`config.mk`:
```
export PLATFORM = sky130hd
export DESIGN_NAME = level_threshold_output_logic
export DESIGN_NICKNAME = d
export VERILOG_FILES = /design/src/level_pkg.sv /design/src/slosh_if.sv /design/src/slosh_filter.sv /design/src/level_threshold_output_logic.sv
export VERILOG_INCLUDE_DIRS = /design/src
export SDC_FILE = /design/constraint.sdc
export NUM_CORES = 1
export LEC_CHECK = 0
export ABC_AREA = 1
export BUFFER_PORTS_ARGS = -buffer_cell sky130_fd_sc_hd__buf_2
export CORE_ASPECT_RATIO = 1.75
export CORE_MARGIN = 2
export CORE_UTILIZATION = 40
export CTS_CLUSTER_SIZE = 25
export DETAILED_ROUTE_END_ITERATION = 12
export PLACE_DENSITY = 0.53
export SLEW_MARGIN = 5
export SYNTH_ARGS = -nofsm -noshare
export SYNTH_HDL_FRONTEND = slang
export SYNTH_SLANG_ARGS = --single-unit
```
`constraint.sdc`:
```
create_clock -name clk -period 2.75 [get_ports clk]
set_input_delay 0.55 -clock clk [delete_from_list [all_inputs] [get_ports clk]]
set_output_delay 0.55 -clock clk [all_outputs]
set_load 0.01 [all_outputs]
```
`src/level_sense_map.svh`:
```
// named offsets, fields, thresholds and timing figures of the level sensor
// assumes inclusion by bare name from every file that needs a figure
`ifndef LEVEL_SENSE_MAP_SVH
`define LEVEL_SENSE_MAP_SVH
`define CLK_HZ 10000000
`define COUNT_BITS 14
`define LOW_LEVEL_THRESHOLD 250
`define HIGH_LEVEL_THRESHOLD 150
`define ACQ_PERIOD_MS 100
`define SLOSH_WINDOW_S 15
`define HEALTH_PULSE_US 50
`define SWITCH_NS 400
`define DUMP_PHASES 4
`define REG_CONTROL 12'h000
`define REG_COUNT 12'h004
`define REG_STATUS 12'h008
`define CTRL_ACQ_EN 0
`define CTRL_RESET 32'h00000001
`define ST_RAW_LOW 0
`define ST_RAW_HIGH 1
`define ST_OUT_LOW 2
`define ST_OUT_HIGH 3
`define ST_OPT_ACTIVE_HIGH 4
`define ST_OPT_FILTER 5
`define ST_BUSY 6
`define ST_SATURATED 7
`endif

```
`src/level_pkg.sv`:
```
// types shared by the level sensor back end
// assumes nothing beyond the map header
package level_pkg;
  typedef enum logic [4:0] {
    ST_IDLE = 5'h01,
    ST_DUMP = 5'h02,
    ST_CHARGE = 5'h04,
    ST_TRANSFER = 5'h08,
    ST_EVAL = 5'h10
  } acq_state_type;
  typedef logic [1:0] detect_type;
  localparam int CH_LOW = 0;
  localparam int CH_HIGH = 1;
endpackage

```
`src/slosh_if.sv`:
```
// carrier between the acquisition core and the slosh filter
// assumes both ends share one clock
`timescale 1ns/1ns
interface slosh_if;
  logic sampleStrobe;
  level_pkg::detect_type rawDetect;
  logic filterEnable;
  level_pkg::detect_type filtered;
  modport source (output sampleStrobe, output rawDetect, output filterEnable,
    input filtered);
  modport filter (input sampleStrobe, input rawDetect, input filterEnable,
    output filtered);
endinterface

```
`src/slosh_filter.sv`:
```
// rolling majority filter over the last DEPTH burst results, per channel
// assumes one sample strobe per finished burst
`timescale 1ns/1ns
module slosh_filter #(
  parameter int DEPTH = 150
) (
  input wire logic clk,
  input wire logic sys_rst,
  slosh_if.filter link
);
  import level_pkg::*;
  localparam int OW = $clog2(DEPTH + 1);
  generate
    if (DEPTH < 3)
    begin : g_bad
      $error("slosh filter depth too small");
    end
  endgenerate
  genvar ch;
  generate
    for (ch = 0; ch < 2; ch++)
    begin : g_ch
      logic [DEPTH-1:0] history;
      logic [OW-1:0] ones;
      logic [OW-1:0] next_ones;
      logic [OW:0] twice;
      always_comb
      begin
        next_ones = ones + OW'(link.rawDetect[ch]) - OW'(history[DEPTH-1]);
        twice = {next_ones, 1'b0};
      end
      always_ff @(posedge clk)
      begin
        if (sys_rst)
        begin
          history <= '0;
          ones <= '0;
        end
        else if (link.sampleStrobe)
        begin
          history <= {history[DEPTH-2:0], link.rawDetect[ch]};
          ones <= next_ones;
        end
      end
      // majority moves output
      // ties hold the present state, so an even depth cannot chatter
      always_ff @(posedge clk)
      begin
        if (sys_rst)
          link.filtered[ch] <= 1'b0;
        else if (link.sampleStrobe)
        begin
          if (!link.filterEnable)
            link.filtered[ch] <= link.rawDetect[ch];
          else if (twice > (OW + 1)'(DEPTH))
            link.filtered[ch] <= 1'b1;
          else if (twice < (OW + 1)'(DEPTH))
            link.filtered[ch] <= 1'b0;
        end
      end
    end
  endgenerate
endmodule // slosh_filter

```
`src/level_threshold_output_logic.sv`:
```
// digital back end of a two-tier charge-transfer level sensor
// assumes an external comparator flags when Cs reaches the reference,
// external switches driven by the switch outputs, and an APB master
// Overview of operation
// - each measurement is a short burst of charge-transfer cycles, repeated at low duty.
// - the count has 14 bits and the counter and comparators are that wide.
// - the burst stops once Cs is charged, so faster charge buildup gives a smaller count.
// - the count is compared with 250 for the low tier and 150 for the high tier.
// - a count below a threshold means detection for that threshold.
// - the low tier drives the low-level output and the high tier the high-level output.
// - with the slosh filter on, detections are averaged over a rolling 15 s window.
// - one option pin picks output polarity, the other switches the slosh filter in.
// - polarity applies to both outputs together.
// - no timeout, drift compensation or adaptive threshold; detection lasts with the count.
// - a periodic health indication appears on both outputs.
`timescale 1ns/1ns
`include "level_sense_map.svh"
module level_threshold_output_logic #(
  parameter int COUNT_WIDTH = `COUNT_BITS,
  parameter int ACQ_PERIOD_CYCLES = `ACQ_PERIOD_MS * (`CLK_HZ / 1000),
  parameter int HEALTH_CYCLES = `HEALTH_PULSE_US * (`CLK_HZ / 1000000),
  parameter int WINDOW_BURSTS = `SLOSH_WINDOW_S * 1000 / `ACQ_PERIOD_MS
) (
  input wire logic clk,
  input wire logic sys_rst,
  input wire logic [11:0] paddr,
  input wire logic psel,
  input wire logic penable,
  input wire logic pwrite,
  input wire logic [31:0] pwdata,
  input wire logic [3:0] pstrb,
  output logic [31:0] prdata,
  output logic pready,
  output logic pslverr,
  input wire logic csThresholdReached,
  output logic dumpSwitch,
  output logic chargeSwitch,
  output logic transferSwitch,
  input wire logic polarityActiveHigh,
  input wire logic sloshFilterSelect,
  output logic lowLevelDetectOutput,
  output logic highLevelDetectOutput
);
  import level_pkg::*;
  localparam int SWITCH_CYCLES =
    (`SWITCH_NS * (`CLK_HZ / 1000000) + 999) / 1000;
  localparam int PW = $clog2(ACQ_PERIOD_CYCLES);
  localparam int TW = $clog2(SWITCH_CYCLES * `DUMP_PHASES + 1);
  localparam int HW = $clog2(HEALTH_CYCLES + 1);
  localparam logic [COUNT_WIDTH-1:0] LOW_LEVEL_THRESHOLD =
    COUNT_WIDTH'(`LOW_LEVEL_THRESHOLD);
  localparam logic [COUNT_WIDTH-1:0] HIGH_LEVEL_THRESHOLD =
    COUNT_WIDTH'(`HIGH_LEVEL_THRESHOLD);
  localparam logic [COUNT_WIDTH-1:0] COUNT_MAX = '1;
  localparam logic [TW-1:0] PHASE_LAST = TW'(SWITCH_CYCLES - 1);
  localparam logic [TW-1:0] DUMP_LAST =
    TW'(SWITCH_CYCLES * `DUMP_PHASES - 1);
  localparam logic [PW-1:0] PERIOD_LAST = PW'(ACQ_PERIOD_CYCLES - 1);
  localparam logic [HW-1:0] HEALTH_LEN = HW'(HEALTH_CYCLES);

  generate
    if (COUNT_WIDTH < 9)
    begin : g_bad_width
      $error("count width cannot hold the thresholds");
    end
    if (HEALTH_CYCLES < 1 || HEALTH_CYCLES >= ACQ_PERIOD_CYCLES)
    begin : g_bad_health
      $error("health pulse must fit inside one acquisition period");
    end
    if (ACQ_PERIOD_CYCLES < 64)
    begin : g_bad_period
      $error("acquisition period too short for a burst");
    end
  endgenerate

  // two-flop synchronisers for the comparator and option pins
  logic [2:0] pinMeta;
  logic [2:0] pinSync;
  always_ff @(posedge clk)
  begin
    if (sys_rst)
    begin
      pinMeta <= '0;
      pinSync <= '0;
    end
    else
    begin
      pinMeta <= {sloshFilterSelect, polarityActiveHigh, csThresholdReached};
      pinSync <= pinMeta;
    end
  end
  logic csFull;
  logic activeHigh;
  logic filterOn;
  assign csFull = pinSync[0];
  assign activeHigh = pinSync[1];
  assign filterOn = pinSync[2];

  // register file
  logic [31:0] control;
  logic acqEnable;
  assign acqEnable = control[`CTRL_ACQ_EN];
  logic apbWrite;
  logic mapped;
  assign apbWrite = psel & penable & pwrite;
  always_comb
  begin
    case (paddr)
      `REG_CONTROL: mapped = 1'b1;
      `REG_COUNT: mapped = 1'b1;
      `REG_STATUS: mapped = 1'b1;
      default: mapped = 1'b0;
    endcase
  end
  // zero wait states: read data is latched in the setup cycle
  assign pready = 1'b1;
  assign pslverr = psel & penable & ~mapped;

  always_ff @(posedge clk)
  begin
    if (sys_rst)
      control <= `CTRL_RESET;
    else if (apbWrite && paddr == `REG_CONTROL && pstrb[0])
      control[7:0] <= pwdata[7:0];
  end

  // acquisition period timer runs free, keeping bursts evenly spaced
  logic [PW-1:0] periodCount;
  logic periodTick;
  assign periodTick = (periodCount == PERIOD_LAST);
  always_ff @(posedge clk)
  begin
    if (sys_rst)
      periodCount <= '0;
    else if (periodTick)
      periodCount <= '0;
    else
      periodCount <= periodCount + PW'(1);
  end

  acq_state_type state;
  acq_state_type next_state;
  logic [TW-1:0] phaseCount;
  logic [COUNT_WIDTH-1:0] burstCount;
  logic [COUNT_WIDTH-1:0] lastCount;
  logic saturated;
  logic phaseDone;
  logic burstEnd;
  assign phaseDone = (state == ST_DUMP) ? (phaseCount == DUMP_LAST)
                                        : (phaseCount == PHASE_LAST);
  assign burstEnd = csFull || burstCount == COUNT_MAX;

  always_comb
  begin
    next_state = state;
    case (state)
      ST_IDLE:
        if (periodTick && acqEnable)
          next_state = ST_DUMP;
      ST_DUMP:
        if (phaseDone)
          next_state = ST_CHARGE;
      ST_CHARGE:
        if (phaseDone)
          next_state = ST_TRANSFER;
      ST_TRANSFER:
        if (phaseDone)
          next_state = burstEnd ? ST_EVAL : ST_CHARGE;
      ST_EVAL:
        next_state = ST_IDLE;
      default:
        next_state = ST_IDLE;
    endcase
  end

  always_ff @(posedge clk)
  begin
    if (sys_rst)
      state <= ST_IDLE;
    else
      state <= next_state;
  end

  always_ff @(posedge clk)
  begin
    if (sys_rst)
      phaseCount <= '0;
    else if (state != next_state || state == ST_IDLE)
      phaseCount <= '0;
    else
      phaseCount <= phaseCount + TW'(1);
  end

  always_ff @(posedge clk)
  begin
    if (sys_rst)
      burstCount <= '0;
    else if (state == ST_DUMP)
      burstCount <= '0;
    else if (state == ST_TRANSFER && phaseDone && !burstEnd)
      burstCount <= burstCount + COUNT_WIDTH'(1);
  end

  always_ff @(posedge clk)
  begin
    if (sys_rst)
    begin
      lastCount <= COUNT_MAX;
      saturated <= 1'b0;
    end
    else if (state == ST_EVAL)
    begin
      lastCount <= burstCount;
      saturated <= (burstCount == COUNT_MAX);
    end
  end

  // each switch compares the whole five-bit state vector, so it is a decode of several flops, not one;
  // only one switch closes at a time
  assign dumpSwitch = (state == ST_DUMP);
  assign chargeSwitch = (state == ST_CHARGE);
  assign transferSwitch = (state == ST_TRANSFER);

  // plain compare, no timeout or drift tracking
  detect_type rawDetect;
  assign rawDetect[CH_LOW] = (burstCount < LOW_LEVEL_THRESHOLD);
  assign rawDetect[CH_HIGH] = (burstCount < HIGH_LEVEL_THRESHOLD);
  logic [1:0] rawHeld;
  always_ff @(posedge clk)
  begin
    if (sys_rst)
      rawHeld <= '0;
    else if (state == ST_EVAL)
      rawHeld <= rawDetect;
  end

  slosh_if sl();
  assign sl.sampleStrobe = (state == ST_EVAL);
  assign sl.rawDetect = rawDetect;
  assign sl.filterEnable = filterOn;
  slosh_filter #(
    .DEPTH(WINDOW_BURSTS)
  ) u_filter (
    .clk(clk),
    .sys_rst(sys_rst),
    .link(sl.filter)
  );

  logic [HW-1:0] healthCount;
  logic healthPulse;
  assign healthPulse = (healthCount != '0);
  always_ff @(posedge clk)
  begin
    if (sys_rst)
      healthCount <= '0;
    else if (state == ST_EVAL)
      healthCount <= HEALTH_LEN;
    else if (healthPulse)
      healthCount <= healthCount - HW'(1);
  end

  always_ff @(posedge clk)
  begin
    if (sys_rst)
    begin
      lowLevelDetectOutput <= 1'b0;
      highLevelDetectOutput <= 1'b0;
    end
    else
    begin
      lowLevelDetectOutput <=
        (sl.filtered[CH_LOW] & ~healthPulse) ^ ~activeHigh;
      highLevelDetectOutput <=
        (sl.filtered[CH_HIGH] & ~healthPulse) ^ ~activeHigh;
    end
  end

  logic [31:0] status;
  always_comb
  begin
    status = '0;
    status[`ST_RAW_LOW] = rawHeld[CH_LOW];
    status[`ST_RAW_HIGH] = rawHeld[CH_HIGH];
    status[`ST_OUT_LOW] = sl.filtered[CH_LOW];
    status[`ST_OUT_HIGH] = sl.filtered[CH_HIGH];
    status[`ST_OPT_ACTIVE_HIGH] = activeHigh;
    status[`ST_OPT_FILTER] = filterOn;
    status[`ST_BUSY] = (state != ST_IDLE);
    status[`ST_SATURATED] = saturated;
  end

  // read data captured in setup so it stands through the access phase
  always_ff @(posedge clk)
  begin
    if (sys_rst)
      prdata <= '0;
    else if (psel && !penable && !pwrite)
    begin
      case (paddr)
        `REG_CONTROL: prdata <= control;
        `REG_COUNT: prdata <= 32'(lastCount);
        `REG_STATUS: prdata <= status;
        default: prdata <= '0;
      endcase
    end
  end
endmodule // level_threshold_output_logic

```
After elaboration in Yosys (flattened, before gate mapping)
Index checks and enable logic that the tools add are counted.
{"block": "word_totals", "regBits": 436, "word_cells": 99, "inputBits": 56, "output_inout_bits": 39}
{"block": "classes", "n_mux": 17, "add_sub_neg": 8, "n_reduce_logical": 22, "magnitude_cmp": 6, "bitwise_logic": 10, "eq_ne": 15}
{"op": "$pmux 14 s3", "count": 1}
{"op": "$lt 14x8->1 const B", "count": 2}
{"op": "$mux 5", "count": 5}
{"op": "$add 20x1->20 const B", "count": 1}
{"op": "$eq 20x20->1 const B", "count": 1}
{"op": "$pmux 5 s4", "count": 1}
{"op": "$gt 9x8->1 const B", "count": 2}
{"op": "$lt 9x8->1 const B", "count": 2}
{"op": "$mux 9", "count": 2}
{"op": "$add 8x1->8", "count": 2}
{"op": "$sub 8x1->8", "count": 2}
{"op": "$add 14x1->14 const B", "count": 1}
{"op": "$eq 14x14->1 const B", "count": 1}
{"op": "$eq 12x3->1 const B", "count": 1}
{"op": "$eq 12x4->1 const B", "count": 1}
{"op": "$logic_not 12->1", "count": 1}
{"op": "$eq 5x2->1 const B", "count": 2}
{"op": "$eq 5x4->1 const B", "count": 2}
{"op": "$reduce_bool 9->1", "count": 1}
{"op": "$sub 9x1->9 const B", "count": 1}
{"op": "$mux 1", "count": 8}
{"op": "$reduce_or 2->1", "count": 4}
{"op": "$logic_and 1x1->1", "count": 7}
{"op": "$ne 3x1->1 const B", "count": 2}
{"op": "other kinds (14)", "count": 25}

Depth between registers and ports, before layout
Gate-level depths: netlist (run 1).
{"block": "depth", "depth_word": 8, "depth_mapped": 18, "depth_no_buf": 18}

Cells and area by module
From an unflattened synthesis (run 1), not the netlist that was laid out.
{"block": "hier_totals", "hier_cells": 2214, "area_unflattened_um2": 16573.4}
{"module": "slosh_filter", "area_each_um2": 11812.6, "instances": 1, "cells_per_inst": 1545, "seq_area_each_um2": 6366.1}
{"module": "level_threshold_output_logic", "area_each_um2": 4760.8, "instances": 1, "cells_per_inst": 669, "seq_area_each_um2": 2001.9}

Worst setup path before layout (run 1)
Ideal clock, no wire load.
{"block": "synth_path", "path_type": "reg-to-reg", "from": "reg burstCount[13]", "to": "reg u_filter.link.filtered[0]", "required_ns": 2.641, "setup_ns": 0.109, "arrival_ns": 2.279, "n_path_buf": 0, "path_stages_with_launch": 17, "synth_period_minus_slack_ns": 2.388, "slack_ns": 0.362, "cell_sequence": "dfxtp_1 > nor2_1 > nand3_1 > a311oi_1 > ha_1 > inv_1 > fa_1 > nor2_1 > inv_1 > nor2_1 > nand4_1 > nor2_1 > nand2_1 > nand2_1 > nand3_1 > nand2_1 > inv_1"}
{"block": "synth_via", "elab_chain_cells": 6, "word_cells_on_any_way": 9, "classes_between": "add/sub (2); order compare (3); eq/ne (1); mux (2); reduce/logical (1)"}
{"item": "from (decl)", "line": "level_threshold_output_logic.sv:144", "source": "logic [COUNT_WIDTH-1:0] burstCount;"}
{"item": "from (signal assigned)", "line": "level_threshold_output_logic.sv:201", "source": "burstCount <= burstCount + COUNT_WIDTH'(1);"}
{"item": "$lt 14x8->1 *", "line": "level_threshold_output_logic.sv:226", "source": "assign rawDetect[CH_LOW] = (burstCount < LOW_LEVEL_THRESHOLD);"}
{"item": "named net rawDetect[0]", "line": "level_threshold_output_logic.sv:225", "source": "detect_type rawDetect;"}
{"item": "$add 8x1->8", "line": "slosh_filter.sv:29", "source": "next_ones = ones + OW'(link.rawDetect[ch]) - OW'(history[DEPTH-1]);"}
{"item": "$sub 8x1->8", "line": "slosh_filter.sv:29"}
{"item": "$lt 9x8->1 or $gt 9x8->1 (tied branches)", "line": "slosh_filter.sv:57, slosh_filter.sv:55"}
{"item": "$ne 3x1->1 (no source line) or $mux 1 (tied branches)"}
{"item": "$reduce_and 2->1 (no source line) or $mux 1 (tied branches)"}
{"item": "to (signal, indexed assignment)", "line": "slosh_filter.sv:54", "source": "link.filtered[ch] <= link.rawDetect[ch];"}
{"item": "to (decl)", "line": "slosh_if.sv:12", "source": "output filtered);"}
Mark *: on every way through the listed nets, which the timed path passes. The rest lies on a longest branch.
A chain may end at the register's enable or synchronous reset.

Worst setup path in the final report (run 1)
{"block": "layout_path", "from": "reg burstCount[2]", "to": "reg u_filter.link.filtered[1]"}
{"block": "layout_via", "elab_chain_cells": 6, "word_cells_on_any_way": 9, "classes_between": "add/sub (2); order compare (3); eq/ne (1); mux (2); reduce/logical (1)"}
{"item": "$lt 14x8->1 *", "line": "level_threshold_output_logic.sv:227", "source": "assign rawDetect[CH_HIGH] = (burstCount < HIGH_LEVEL_THRESHOLD);"}
{"item": "named net rawDetect[1]", "line": "level_threshold_output_logic.sv:225"}
{"item": "$add 8x1->8", "line": "slosh_filter.sv:29"}
{"item": "$sub 8x1->8", "line": "slosh_filter.sv:29"}
{"item": "$lt 9x8->1 or $gt 9x8->1 (tied branches)", "line": "slosh_filter.sv:57, slosh_filter.sv:55"}
{"item": "$ne 3x1->1 (no source line) or $mux 1 (tied branches)"}
{"item": "$reduce_and 2->1 (no source line) or $mux 1 (tied branches)"}
Marks and branches as above.

==> results of run 1 <==
## worst max-delay path, stage by stage (launching register included)
cell and delay [ns]:
dfxtp_2 0.38, nand2_1 0.13, o2111ai_1 0.20, nand2_1 0.08, nand2_1 0.15, inv_1 0.07, ha_1 0.24, fa_2 0.38
nand3_1 0.10, nand2_1 0.06, xnor2_1 0.20, nand3_1 0.11, nand2_1 0.07, nand3_1 0.06, nand2_1 0.07, a21oi_1 0.06
## cell type report
class	count	area (um2)
Fill cell	3719	20400
Sequential cell	416	8330
Multi-Input combinational cell	888	4940
Inverter	416	1570
Clock buffer	53	1150
Tap cell	480	601
Timing Repair Buffer	76	551
Clock inverter	17	196
## layout by cell type, fill, tap and decap left out, types with 2 or more instances in the layout
master,instances
dfxtp_1,414
inv_1,408
o22ai_1,304
nand2_1,189
nor2_1,89
a21oi_1,66
nand3_1,50
buf_2,48
clkbuf_16,41
o21ai_0,35
buf_4,20
ha_1,19
conb_1,19
xor2_1,18
nand4_1,14
nor3_1,13
o211ai_1,11
clkinv_2,9
clkbuf_8,8
buf_12,8
a31oi_1,7
xnor2_1,7
inv_2,6
nor4_1,5
nor2_2,4
nand3b_1,4
or2_2,4
clkbuf_1,4
bufinv_16,4
nand3_2,3
o21a_1,3
o22a_1,3
and2_1,3
clkinvlp_4,3
and3_1,2
nor3b_1,2
dfxtp_2,2
## cells by family (layout without fill, tap and decap cells)
group	count (synthesis)	after routing	share of synthesized area
AO/OA/AOI/OAI	433	433	0.171
flip-flops	416	416	0.543
AND/OR/NAND/NOR	388	388	0.111
buffers and inverters	524	562	0.141
adder cells (fa/ha/maj)	22	22	0.0189
XOR/XNOR	26	26	0.0149
other	2	19	0.000490
## final timing paths
path | cells past startpoint | endpoint | startpoint
worst max-delay path | 15 | u_filter.link.filtered[1]$_SDFFE_PP0P_ | burstCount[2]$_SDFFE_PP0P_
worst max register to register | 15 | u_filter.link.filtered[1]$_SDFFE_PP0P_ | burstCount[2]$_SDFFE_PP0P_
worst min register to register | 2 | pinSync[2]$_SDFF_PP0_ | pinMeta[2]$_SDFF_PP0_
worst min-delay path | 3 | pinMeta[0]$_SDFF_PP0_ | csThresholdReached
## stage by stage
stage | setup WS [ns] | power [mW] | utilization
5_1_grt | 0.0321 | 12.7 | 0.459
4_1_cts | 0.0835 | 12.4 | 0.458
2_1_floorplan | 0.362 | 6.66 | -
3_5_place_dp | 0.101 | 6.78 | 0.423
3_3_place_gp | 0.101 | 6.77 | 0.423
6_report | 0.271 | 12.2 | 0.459
## repair_timing
item	in CTS	in global routing
setup buffers	0	1
gates resized for setup	0	8
endpoints found under the setup margin	0	2
## power by group
group          switching, mW  leakage [nW]  internal (mW)  total [mW]
clock network           2.25         0.664           3.32        5.57
logic                  0.336          2.25          0.164       0.501
registers             0.0462          3.36           6.10        6.14
## per-layer routing
layer	up-vias	GRT usage	wire, um
li1	5933	-	-
met1	5313	0.162	12200
met5	-	0	0
met3	46	0.0229	785
met2	121	0.274	15500
met4	0	0.0530	826
## registers in the layout, summed over array words and instances (netlist names)
signal                  count
u_filter.g_ch.history     299
periodCount                20
u_filter.g_ch.ones         16
burstCount                 14
lastCount                  14
prdata                     14
healthCount                 9
control                     8
phaseCount                  5
state                       5
pinMeta                     3
pinSync                     3
u_filter.link.filtered      2
highLevelDetectOutput       1
lowLevelDetectOutput        1
rawHeld                     1
saturated                   1
==> impl_metrics.py, run 1 <==
metrics = {
    "place": {
        "gp_congestion": 0.820,
        "place_area_um2": 16000,
        "dp_cells": 2275,
        "dp_hpwl_mm": 19.2,
        "portBuffers": 48,
    },
    "worst_setup_path": {
        "required_ns": 3.16,
        "critical_path_class": "reg2reg",
        "cp-end-kind": "register",
        "r2r_setup_slack_ns": 0.27,
        "cp_max_fo": 6,
        "start_kind": "register",
        "worst_ep_arrival_time_ns": 2.89,
    },
    "finish": {
        "drive_above_1_share": 0.0922,
        "fin_nets": 1915,
        "antenna_cells": 0,
        "syn_to_final_growth_pct": 13.1,
        "final_cells": 2346,
        "fin_area_um2": 17300,
    },
    "drt": {
        "wl_per_cell_um": 12.5,
        "ant_nets": 0,
        "via_per_inst": 4.86,
        "wl_mm": 29.3,
        "routed-via-count": 11413,
        "drtIter0Drc": 453,
        "drt_first_pass_iters": 5,
        "route.detailed.drc": 0,
    },
    "sta": {
        "holdWs_ns": 0.223,
        "period_share": 0.901,
        "finalHoldViolations": 0,
        "setup_viol": 0,
        "worst_pin_slew_ns": 0.867,
        "rsz0062_at_grt": "false",
        "period_needed_ns": 2.48,
        "maxSlewViolCount": 0,
        "tns_ns": 0,
        "fmax_mhz": 403,
        "slew_headroom": 0.417,
        "skew_ns": 0.00983,
    },
    "grt": {
        "overflow": 0,
        "grt_max_degree": 133,
        "track_usage": 0.145,
        "grt_pass1_vias": 10863,
        "antenna_found_initial": 0,
        "grt_pass1_wl_mm": 49.9,
    },
    "clocking": {
        "cts-buffers-inserted": 39,
        "cts_hold_buf": 0,
        "clockBufferDepth": 3,
        "cts_tree": "yes",
        "clock-sinks": 416,
        "cts_root_buf": "clkbuf_16",
        "clk_latency_ns": 0.53,
        "cts_htree_levels": 2,
        "clk_pin_slew_worst_paths_ns": 0.06,
    },
    "min_path": {
        "hold_path_class": "in2reg",
    },
    "synthesis": {
        "yosysWarnings": 0,
        "avgSynthCellArea_um2": 8.47,
        "ys.flop_type": "dfxtp_1",
        "synth_area_leaders": "dfxtp_1 (54%), o22ai_1 (12%), inv_1 (10%)",
        "synth_commonest_cells": "dfxtp_1 (416), inv_1 (408), o22ai_1 (304), nand2_1 (190), nor2_1 (90)",
        "async_flop_share": 0,
        "ys_seq_area_frac": 0.543,
        "synth.lib_cells_used.distinct": 44,
        "synth_top_area_share": 0.543,
        "synth_edf_count": 0,
        "netlist_instances": 1811,
        "syn_area_um2": 15300,
        "synth_top_cell_by_area": "dfxtp_1",
        "synth.most_common_cell": "dfxtp_1",
        "synth_seq_cells": 416,
    },
    "power": {
        "p_per_area_nw_per_um2": 704,
        "vdd_ir_drop_max_uv": 433,
        "p_leak_nw": 6.26,
    },
    "flow_run": {
        "drv_cap": 0,
    },
    "status": {
        "status": "finished clean",
    },
    "floorplanning": {
        "die_height_um": 263,
        "fp.dieArea_um2": 40000,
        "core_um2": 37800,
        "fp-row-count": 94,
        "ios": 95,
        "initial_core_util": 0.406,
        "dieWidth_um": 152,
    },
}
Note: power is estimated with default switching activity, not from simulation.
==> run 2, diff against run 1 <==
- CORE_ASPECT_RATIO: 1.75 -> 1.2
- SETUP_SLACK_MARGIN: not set -> 0.5
==> run 2 against run 1 <==
Hold slack lost 0.014 ns. Fmax grew 5.0%. Critical endpoint is now u_filter.link.filtered[0]$_SDFFE_PP0P_. Core utilization grew 1.0 points. Largest cell class unchanged. Highest routed layer unchanged. Sequential power is essentially flat. Wire length shrank 1.2%.
==> impl_metrics.py, run 2 (synthesis gave the netlist of run 1 again) <==
metrics = {
    "sta": {
        "skew_ns": 0.0166,
        "worst_pin_slew_ns": 0.505,
        "fmax_mhz": 424,
        "finalHoldViolations": 0,
        "slew_headroom": 0.661,
        "holdWs_ns": 0.209,
        "maxSlewViolCount": 0,
        "setup_viol": 0,
        "rsz0062_at_grt": "true",
        "tns_ns": 0,
        "period_share": 0.858,
        "period_needed_ns": 2.36,
    },
    "status": {
        "status": "finished clean",
    },
    "clocking": {
        "clk_latency_ns": 0.54,
        "clockBufferDepth": 3,
        "cts_tree": "yes",
        "cts_hold_buf": 0,
        "cts_htree_levels": 2,
        "clock-sinks": 416,
        "cts_root_buf": "clkbuf_16",
        "cts-buffers-inserted": 44,
        "clk_pin_slew_worst_paths_ns": 0.06,
    },
    "finish": {
        "antenna_cells": 0,
        "nFillCells": 3683,
        "layout_commonest_cell": "dfxtp_1",
        "final_cell_mix": "dfxtp_1 (409), inv_1 (401), o22ai_1 (303), nand2_1 (182), nor2_1 (86)",
        "top_register": "u_filter.g_ch.history",
        "largest_reg_flops": 299,
        "top_regs": "u_filter.g_ch.history (299), periodCount (20), u_filter.g_ch.ones (16)",
        "fin_nets": 1935,
        "syn_to_final_growth_pct": 15.7,
        "drive_above_1_share": 0.119,
    },
    "worst_setup_path": {
        "required_ns": 3.18,
        "path_buf_inv": 4,
        "cp_max_fo": 3,
        "critPathMaxStageDelay_ns": 0.38,
        "start_kind": "register",
        "cp_cell_sequence": "inv_2, nand2_2, a311oi_4, ha_2, inv_2, fa_2, inv_2, nand3_1, nand3_2, xnor2_2, and2_1, nand2_1, nand2_1, nand3_1, nand2_1, inv_1",
        "crit_family": "adder cells",
        "cp-end-kind": "register",
        "reg2regPathDepth": 16,
        "crit_cells": 16,
        "critical_path_class": "reg2reg",
        "worst_ep_arrival_time_ns": 2.79,
        "slowest_stage": "fa_2",
    },
    "floorplanning": {
        "ios": 95,
        "core_um2": 37800,
        "fp-row-count": 78,
        "die_height_um": 218,
        "initial_core_util": 0.406,
        "fp.dieArea_um2": 39900,
        "dieWidth_um": 183,
    },
    "power": {
        "vdd_ir_drop_max_uv": 465,
        "pwr-share-seq": 0.495,
        "p_comb_frac": 0.040,
        "p_leak_nw": 6.46,
        "internal-power_mw": 9.72,
        "power.switching_mw": 2.69,
        "p_per_area_nw_per_um2": 700,
        "p_clk_frac": 0.465,
        "switching_share": 0.217,
    },
    "grt": {
        "grt_pass1_vias": 10660,
        "track_usage": 0.143,
        "antenna_found_initial": 0,
        "grt_max_degree": 109,
        "overflow": 0,
        "grt_pass1_wl_mm": 48.5,
    },
    "drt": {
        "route.detailed.drc": 0,
        "drt_first_pass_iters": 5,
        "wl_per_cell_um": 12.2,
        "via_per_inst": 4.83,
        "ant_nets": 0,
        "drtIter0Drc": 588,
        "routed-via-count": 11439,
        "wl_mm": 29.0,
    },
    "place": {
        "portBuffers": 48,
        "dp_hpwl_mm": 17.6,
        "gp_congestion": 0.838,
    },
    "min_path": {
        "hold_path_class": "in2reg",
        "min_path_cells": 3,
    },
    "flow_run": {
        "drv_cap": 0,
    },
}
[run 2: cell types whose count changed in the layout (fill, tap and decap cells not counted), sizes merged]
| cell | previous run | this run |
|---|---|---|
| inv | 416 | 417 |
| buf | 76 | 90 |
| clkinvlp | 3 | 2 |
| clkinv | 10 | 8 |
| bufinv | 4 | 1 |
| clkbuf | 53 | 67 |
[run 2: through the flow]
stage / utilization / power, mW / instances / worst slack [ns] / cell area [um2]
2_1_floorplan: - / 6.66 / 1828 / 0.506 / 15400
3_5_place_dp: 0.422 / 6.77 / 2272 / 0.199 / 16000
3_3_place_gp: 0.422 / 6.76 / 2272 / 0.215 / 16000
6_report: 0.470 / 12.4 / 2369 / 0.390 / 17700
5_1_grt: 0.470 / 12.9 / 2369 / 0.202 / 17700
4_1_cts: 0.464 / 12.6 / 2357 / 0.329 / 17500
[run 2: power by group through the flow]
stage / registers (mW) / logic, mW / clock network, mW
detailed placement: 6.28 / 0.495 / 0
CTS: 6.14 / 0.500 / 5.98
floorplan: 6.27 / 0.393 / 0
global placement: 6.27 / 0.485 / 0
global route: 6.15 / 0.565 / 6.21
finish: 6.14 / 0.497 / 5.77
[run 2: timing repair]
item	in CTS	in global routing
endpoints found under the hold margin	0	0
resized for setup	23	26
pin swaps	15	14
gates cloned	0	1
setup buffers	7	11
setup endpoints to repair	7	116
[run 2: worst paths after layout]
kind                              start  slack, ns                                     end
max          burstCount[1]$_SDFFE_PP0P_       0.39  u_filter.link.filtered[0]$_SDFFE_PP0P_
min                  csThresholdReached       0.21                   pinMeta[0]$_SDFF_PP0_
max reg2reg  burstCount[1]$_SDFFE_PP0P_       0.39  u_filter.link.filtered[0]$_SDFFE_PP0P_
min reg2reg       pinMeta[1]$_SDFF_PP0_       0.40                   pinSync[1]$_SDFF_PP0_
[run 2: routing by layer]
layer  routed length (um)  global-route usage
met5                    0                   0
met4                  631              0.0473
met3                  987              0.0270
met2                13700               0.247
met1                13600               0.178
[run 2: cell type report]
cell class,count,area (um2),share of cell area
clock buffer,66,1350,0.0758
clock inverter,12,97.6,0.00550
inverter,416,1570,0.0886
multi-input combinational,888,5060,0.285
sequential,416,8340,0.471
tap,480,601,0.0339
timing repair buffer,91,717,0.0404
[run 2: worst reg2reg max path, stage by stage, from the launching register on]
cell and delay (ns):
dfxtp_4 0.36, inv_2 0.07, nand2_2 0.07, a311oi_4 0.31
ha_2 0.25, inv_2 0.04, fa_2 0.38, inv_2 0.07
nand3_1 0.07, nand3_2 0.09, xnor2_2 0.13, and2_1 0.15
nand2_1 0.05, nand2_1 0.05, nand3_1 0.06, nand2_1 0.07
inv_1 0.03
